===== config.mk =====
export PLATFORM = sky130hd
export DESIGN_NAME = drst_seq
export DESIGN_NICKNAME = d
export VERILOG_FILES = /design/src/rtl/drst_pkg.sv /design/src/rtl/drst_seq.sv /design/src/rtl/drst_sync2.sv
export SDC_FILE = /design/constraint.sdc
export NUM_CORES = 1
export LEC_CHECK = 0
export BUFFER_PORTS_ARGS = -buffer_cell sky130_fd_sc_hd__buf_4
export CAP_MARGIN = 20
export CORE_ASPECT_RATIO = 1.25
export CORE_MARGIN = 5
export CORE_UTILIZATION = 56
export CTS_CLUSTER_SIZE = 40
export DETAILED_ROUTE_END_ITERATION = 6
export PLACE_DENSITY_LB_ADDON = 0.08
export SYNTH_ARGS = -nofsm -noshare
export SYNTH_HDL_FRONTEND = slang
export SYNTH_SLANG_ARGS = --single-unit

===== constraint.sdc =====
create_clock -name clk_in -period 2.2 [get_ports clk_in]
set_input_delay 0.11 -clock clk_in [delete_from_list [all_inputs] [get_ports clk_in]]
set_output_delay 0.11 -clock clk_in [all_outputs]
set_load 0.05 [all_outputs]

===== src/rtl/drst_pkg.sv =====
// Package of constants and types for the display reset filter sequencer
package drst_pkg;

	// ------------------------------------------------------------
	// Clock and timing (times in microseconds)
	// ------------------------------------------------------------
	localparam int unsigned CLK_MHZ = 40;
	localparam int unsigned REJECT_US = 5;
	localparam int unsigned ACCEPT_US = 9;
	localparam int unsigned MIN_LOW_US = 10;
	localparam int unsigned REL_SLEEP_US = 5000;
	localparam int unsigned REL_AWAKE_US = 120000;
	localparam int unsigned BLANK_MAX_US = 120000;

	localparam int unsigned REJECT_CYC = REJECT_US * CLK_MHZ;
	localparam int unsigned ACCEPT_CYC = ACCEPT_US * CLK_MHZ;
	localparam int unsigned MIN_LOW_CYC = MIN_LOW_US * CLK_MHZ;
	localparam int unsigned REL_SLEEP_CYC = REL_SLEEP_US * CLK_MHZ;
	localparam int unsigned REL_AWAKE_CYC = REL_AWAKE_US * CLK_MHZ;
	localparam int unsigned BLANK_MAX_CYC = BLANK_MAX_US * CLK_MHZ;

	// ------------------------------------------------------------
	// Counter widths
	// ------------------------------------------------------------
	localparam int unsigned FILT_W = 9;
	localparam int unsigned CNT_W = 23;

	// ------------------------------------------------------------
	// Types
	// ------------------------------------------------------------
	typedef enum logic [1:0] {
		DRST_RUN,
		DRST_HELD,
		DRST_RELEASE
	} drst_mode_t;

	typedef struct packed {
		logic core_reset;
		logic blank;
		logic nvm_load_req;
		logic release_done;
		logic nvm_timeout;
	} drst_status_t;

	typedef struct packed {
		drst_mode_t mode;
		logic [FILT_W-1:0] low_cnt;
		logic [FILT_W-1:0] high_cnt;
		logic [CNT_W-1:0] rel_cnt;
		logic [CNT_W-1:0] blank_cnt;
		logic awake;
		logic load_done;
		drst_status_t sts;
	} drst_state_t;

	typedef struct packed {
		logic meta;
		logic stable;
	} drst_sync_t;

	// ------------------------------------------------------------
	// Reset values
	// ------------------------------------------------------------
	localparam drst_status_t DRST_STS_RST = '{core_reset: 1'b1, blank: 1'b1,
		nvm_load_req: 1'b0, release_done: 1'b0, nvm_timeout: 1'b0};
	localparam drst_state_t DRST_STATE_RST = '{mode: DRST_HELD, low_cnt: '0,
		high_cnt: '0, rel_cnt: '0, blank_cnt: '0, awake: 1'b0, load_done: 1'b0,
		sts: DRST_STS_RST};
	localparam drst_sync_t DRST_SYNC_RST = '{meta: 1'b1, stable: 1'b1};

endpackage : drst_pkg


===== src/rtl/drst_seq.sv =====
// Display reset glitch filter and reset-release sequencer
// ------------------------------------------------------------
// Overview of operation
// - Reject lows under 5us, reset beyond 9us
// - Reload settings from nonvolatile store on release
// - Blank during reset, then adopt reset defaults
// - Short high spikes never end a reset
// - Release completes within 5ms asleep, 120ms awake
// ------------------------------------------------------------
`timescale 1ns/1ps
module drst_seq
	import drst_pkg::*;
#(
	parameter int unsigned REJECT_CYCLES = REJECT_CYC,
	parameter int unsigned ACCEPT_CYCLES = ACCEPT_CYC,
	parameter int unsigned REL_SLEEP_CYCLES = REL_SLEEP_CYC,
	parameter int unsigned REL_AWAKE_CYCLES = REL_AWAKE_CYC,
	parameter int unsigned BLANK_CYCLES = BLANK_MAX_CYC
)
(
	// Clock and reset
	input wire logic clk_in,
	input wire logic reset_in,
	// Reset pin from the host
	input wire logic reset_input_low_n_in,
	// Device state and nonvolatile store handshake
	input wire logic sleep_out_in,
	input wire logic nvm_done_in,
	// Sequencer status
	output drst_status_t status_out
);

	// ------------------------------------------------------------
	// Elaboration checks
	// ------------------------------------------------------------
	if (REJECT_CYCLES < 2 || REJECT_CYCLES >= ACCEPT_CYCLES
		|| ACCEPT_CYCLES >= (1 << FILT_W))
	begin : g_bad_filter
		$error("drst_seq: filter thresholds out of range");
	end
	if (REL_SLEEP_CYCLES <= REJECT_CYCLES || REL_AWAKE_CYCLES < REL_SLEEP_CYCLES
		|| REL_AWAKE_CYCLES >= (1 << CNT_W) || BLANK_CYCLES < 1
		|| BLANK_CYCLES > REL_AWAKE_CYCLES)
	begin : g_bad_window
		$error("drst_seq: release window counts out of range");
	end

	localparam logic [FILT_W-1:0] REJ_M1 = FILT_W'(REJECT_CYCLES - 1);
	localparam logic [FILT_W-1:0] REJ_F = FILT_W'(REJECT_CYCLES);
	localparam logic [FILT_W-1:0] ACC_M1 = FILT_W'(ACCEPT_CYCLES - 1);
	localparam logic [FILT_W-1:0] ACC_F = FILT_W'(ACCEPT_CYCLES);
	localparam logic [CNT_W-1:0] REJ_W = CNT_W'(REJECT_CYCLES);
	localparam logic [CNT_W-1:0] SLEEP_M1 = CNT_W'(REL_SLEEP_CYCLES - 1);
	localparam logic [CNT_W-1:0] AWAKE_M1 = CNT_W'(REL_AWAKE_CYCLES - 1);
	localparam logic [CNT_W-1:0] BLANK_W = CNT_W'(BLANK_CYCLES);

	// ------------------------------------------------------------
	// Pin synchroniser
	// ------------------------------------------------------------
	logic pin_sync;
	logic pin_low;

	drst_sync2 u_sync (
		.clk_in(clk_in),
		.reset_in(reset_in),
		.async_in(reset_input_low_n_in),
		.sync_out(pin_sync)
	);

	assign pin_low = ~pin_sync;

	// ------------------------------------------------------------
	// Sequencer state
	// ------------------------------------------------------------
	drst_state_t state_r;
	drst_state_t state_nxt;
	logic low_valid;
	logic high_valid;
	logic [CNT_W-1:0] limit_m1;
	logic blank_ok;
	logic loaded;

	always_comb
	begin
		state_nxt = state_r;
		// Saturating counters measure how long the pin has sat at each level
		if (pin_low)
		begin
			state_nxt.high_cnt = '0;
			if (state_r.low_cnt != ACC_F)
				state_nxt.low_cnt = state_r.low_cnt + 1'b1;
		end
		else
		begin
			state_nxt.low_cnt = '0;
			if (state_r.high_cnt != REJ_F)
				state_nxt.high_cnt = state_r.high_cnt + 1'b1;
		end
		low_valid = pin_low && (state_r.low_cnt >= REJ_M1);
		high_valid = !pin_low && (state_r.high_cnt >= REJ_M1);
		limit_m1 = state_r.awake ? AWAKE_M1 : SLEEP_M1;
		blank_ok = !state_r.awake || (state_r.blank_cnt >= BLANK_W);
		loaded = state_r.load_done || nvm_done_in;
		if (state_r.awake && state_r.blank_cnt != BLANK_W)
			state_nxt.blank_cnt = state_r.blank_cnt + 1'b1;
		case (state_r.mode)
			DRST_RUN:
			begin
				if (low_valid)
				begin
					// A pulse past the rejection width starts the reset
					state_nxt.mode = DRST_HELD;
					state_nxt.awake = sleep_out_in;
					state_nxt.blank_cnt = '0;
					state_nxt.sts.blank = 1'b1;
					state_nxt.sts.release_done = 1'b0;
					state_nxt.sts.nvm_timeout = 1'b0;
				end
			end
			DRST_HELD:
			begin
				if (pin_low && state_r.low_cnt == ACC_M1)
					state_nxt.sts.core_reset = 1'b1;
				if (high_valid)
				begin
					// Release counted from the pin edge, not from the filter's verdict
					state_nxt.mode = DRST_RELEASE;
					state_nxt.rel_cnt = REJ_W;
					state_nxt.load_done = 1'b0;
					state_nxt.sts.core_reset = 1'b1;
					state_nxt.sts.nvm_load_req = 1'b1;
				end
			end
			DRST_RELEASE:
			begin
				state_nxt.sts.core_reset = 1'b0;
				state_nxt.rel_cnt = state_r.rel_cnt + 1'b1;
				if (nvm_done_in)
				begin
					state_nxt.load_done = 1'b1;
					state_nxt.sts.nvm_load_req = 1'b0;
				end
				if (low_valid)
				begin
					// A fresh valid pulse restarts the reset, keeping the wake state and blank count
					state_nxt.mode = DRST_HELD;
					state_nxt.awake = state_r.awake;
					state_nxt.sts.blank = 1'b1;
					state_nxt.sts.nvm_load_req = 1'b0;
				end
				else if ((loaded && blank_ok) || state_r.rel_cnt >= limit_m1)
				begin
					// Window forced shut so the host's fixed waits always hold
					state_nxt.mode = DRST_RUN;
					state_nxt.awake = 1'b0;
					state_nxt.sts.blank = 1'b0;
					state_nxt.sts.nvm_load_req = 1'b0;
					state_nxt.sts.nvm_timeout = !loaded;
					state_nxt.sts.release_done = 1'b1;
				end
			end
			default:
			begin
				state_nxt = DRST_STATE_RST;
			end
		endcase
	end

	always_ff @(posedge clk_in)
	begin
		if (reset_in)
			state_r <= DRST_STATE_RST;
		else
			state_r <= state_nxt;
	end

	assign status_out = state_r.sts;
endmodule : drst_seq


===== src/rtl/drst_sync2.sv =====
// Two flip-flop synchroniser for the reset pin
`timescale 1ns/1ps
module drst_sync2
	import drst_pkg::*;
(
	// Clock and reset
	input wire logic clk_in,
	input wire logic reset_in,
	// Asynchronous level and its synchronised copy
	input wire logic async_in,
	output logic sync_out
);

	drst_sync_t state_r;
	drst_sync_t state_nxt;

	always_comb
	begin
		state_nxt.meta = async_in;
		state_nxt.stable = state_r.meta;
	end

	// Idle level is high so a chip reset does not fake a pin low pulse
	always_ff @(posedge clk_in)
	begin
		if (reset_in)
			state_r <= DRST_SYNC_RST;
		else
			state_r <= state_nxt;
	end

	assign sync_out = state_r.stable;

endmodule : drst_sync2


==> results.yml <==
synth:
  synth-seq-area-share_pct: 38.0
  yosys_register_bits: 75
  synth_flop_cell: "dfxtp_1"
  netlist_instances: 474
  synth_area_mm2: 0.00395
  avgSynthCellArea_um2: 8.34
  synthArstFlopShare_pct: 0
  synth_nets: 497
  ys_warn_count: 0
  synth.distinct_cells: 54
  synth_edf_count: 0
setup_path:
  worst-path-buf-inv: 1
  cpLargestDelayFamily: "simple AND/OR/NAND/NOR gates"
  cp-startpoint: "state_r[6]"
  slowest_delay_ns: 0.50
  cp_max_fo: 3
  endpoint: "status_out[2]"
  path_depth: 8
  crit_chain: "buf_4, ha_1, nand4_1, nand3_1, a32o_1, nor4b_2, nor3_1, or4b_1"
  crit_type: "flop to flop"
  crit_path_top_delay_cell: "or4b_1"
  arrival_ns: 2.51
  worst_setup_path_start_kind: "flop"
  worst_r2r_path_depth: 8
  r2r_setup_slack_ns: -0.09
  r2r_start: "state_r[6]"
  required_ns: 2.43
  reg2reg_to: "status_out[2]"
  critPathCaptureType: "flop"
global_routing:
  antenna_found_initial: 0
  grt_pass1_wl_um: 15200
  track_usage_pct: 21.0
  grt_pass1_vias: 3346
  grt_max_degree: 24
  overflow: 0
clock_network:
  cts.sinks: 75
  h-tree-depth: 3
  path_clk_slew_ns: 0.08
  cts_buffer_depth: 2
  cts_tree: "yes"
  root_buffer: "clkbuf_8"
  clk_latency_ns: 0.35
  cts_buffers: 9
worst_hold_path:
  hp-start: "reset_in"
  worstHoldPathType: "primary input to flop"
  hold_depth: 2
layout:
  fin_cells: 622
  nets: 550
  regArea_mm2: 0.00151
  multi_input_area_mm2: 0.00243
  drive_above_1_share_pct: 21.2
  n_antenna_cell: 0
  area_delta_synth_final_pct: 22.9
  final.fill_count: 568
timing:
  fmax_ghz: 0.437
  tns_ns: -0.250
  holdWs_ns: 0.0486
  slew_viol_final: 0
  setup_violations: 4
  fin_crit_sh_pct: 104
  hold_violations: 0
  rsz0062_at_grt: "true"
  setup_ws_ns: -0.0872
  relSlewSlack_pct: 68.3
  fin_skew_ns: 0.0110
  worst_slew_pin_slew_ns: 0.471
  min_period_ns: 2.29
place:
  place_inst: 603
  finalWeightedCongestion: 0.845
  hpwlAfterDp_um: 6740
  dpl_worst_slack_ns: -0.0528
  port_buffers: 9
die:
  coreArea_mm2: 0.00693
  die_area_mm2: 0.00885
  start_util_pct: 57.0
  die_h_um: 104
  rows: 34
  boundaryPins: 10
  dieWidth_um: 85.1
route:
  routedWlPerCell_um: 14.4
  wirelength_um: 8930
  num_vias: 3469
  viasPerCell: 5.58
  antenna_left: 0
  drcViolationCount: 0
  first_iter_violations: 117
  dr.pass1.iters: 4
power:
  irDropWorstVdd_mv: 0.419
  p_leak_nw: 1.80
  power_density_mw_per_mm2: 548
  p_total_mw: 2.66
flow_run:
  drv_cap: 0
run_status:
  outcome: "complete, but fails checks"
  violations: "setup timing"
==> cell usage in the layout, fill, tap and decap left out, types with 4 or more instances in the layout <==
| cell | synthesis | layout |
|---|---|---|
| nand3_1 | 29 | 29 |
| a21o_1 | 4 | 4 |
| a211oi_1 | 5 | 4 |
| dfxtp_1 | 75 | 71 |
| nand4_1 | 15 | 15 |
| inv_1 | 13 | 12 |
| o21ai_1 | 2 | 4 |
| a21oi_1 | 22 | 21 |
| buf_4 | 6 | 61 |
| nor3_1 | 19 | 19 |
| and3_1 | 8 | 8 |
| nor2_1 | 73 | 73 |
| xnor2_1 | 30 | 30 |
| nor4_1 | 8 | 5 |
| and4_1 | 4 | 4 |
| ha_4 | 0 | 4 |
| nor3b_1 | 4 | 4 |
| nand2_1 | 30 | 30 |
| o211ai_1 | 5 | 5 |
| clkbuf_8 | 0 | 9 |
| xor2_1 | 18 | 18 |
| ha_1 | 18 | 14 |
| or3_1 | 9 | 7 |
| o21ai_0 | 14 | 12 |
==> worst min path at each step <==
stage                          end  slack, ns
2_1_floorplan  u_sync.state_nxt[0]       0.21
3_3_place_gp   u_sync.state_nxt[0]       0.30
3_5_place_dp   u_sync.state_nxt[0]       0.30
4_1_cts                state_r[31]       0.04
5_1_grt                state_r[36]       0.04
6_report               state_r[31]       0.05
==> registers in the layout (all words and copies together) (netlist names) <==
register / cells
state_r: 68
status_out: 5
u_sync.state_nxt: 1
u_sync.sync_out: 1
==> timing repair <==
action                                  CTS  global route
pin swaps                                 2             9
endpoints found under the hold margin     1             0
hold buffers                              1             0
setup buffers                             0             2
resized for setup                         2            22
endpoints found under the setup margin    7            21
==> metal layers <==
metal / track usage [%] / vias up / share of wire (%)
met5: 0 / - / 0
met4: 8.82 / 0 / 1.8
met3: 3.88 / 14 / 2.0
met2: 38.2 / 32 / 53
met1: 23.3 / 1636 / 43
li1: - / 1787 / -
==> synth_stat cells (5+ instances only) <==
library cell	n	area [um^2]
dfxtp_1	75	1500
nor2_1	73	274
nand2_1	30	113
xnor2_1	30	263
nand3_1	29	145
a21oi_1	22	110
nor3_1	19	95.1
ha_1	18	225
xor2_1	18	158
nand4_1	15	93.8
o21ai_0	14	70.1
inv_1	13	48.8
clkbuf_1	12	45.0
or3_1	9	56.3
and3_1	8	50.1
nor4_1	8	50.1
buf_4	6	45.0
a211oi_1	5	37.5
buf_2	5	25.0
o211ai_1	5	37.5
or4_1	5	37.5
==> cell families after synthesis <==
logic type / share of synthesized area, %
buffers and inverters: 4.24
multiplexers: 0.792
AO/OA/AOI/OAI: 11.5
XOR/XNOR: 10.6
adder cells (fa/ha/maj): 5.70
flip-flops: 38.0
AND/OR/NAND/NOR: 29.1
==> stage by stage <==
stage | util, % | instance area, um^2
global placement | 64.7 | 4480
detailed placement | 64.7 | 4480
floorplan | - | 4010
global route | 70.0 | 4860
CTS | 68.3 | 4740
finish | 70.0 | 4860
==> final cells by class <==
type,instances,share of cell area (%)
well taps,90,2.32
multi-input cells,362,50.0
clock buffers,10,3.07
inverters,14,1.19
clock inverters,6,1.78
repair buffers,65,10.5
flip-flops and latches,75,31.1
==> power breakdown <==
| group | switching (mW) | total (mW) | internal [mW] |
|---|---|---|---|
| clock | 0.514 | 1.22 | 0.705 |
| combinational | 0.0425 | 0.0751 | 0.0326 |
| sequential | 0.00607 | 1.37 | 1.36 |
Note: power is estimated with default switching activity, not from simulation.
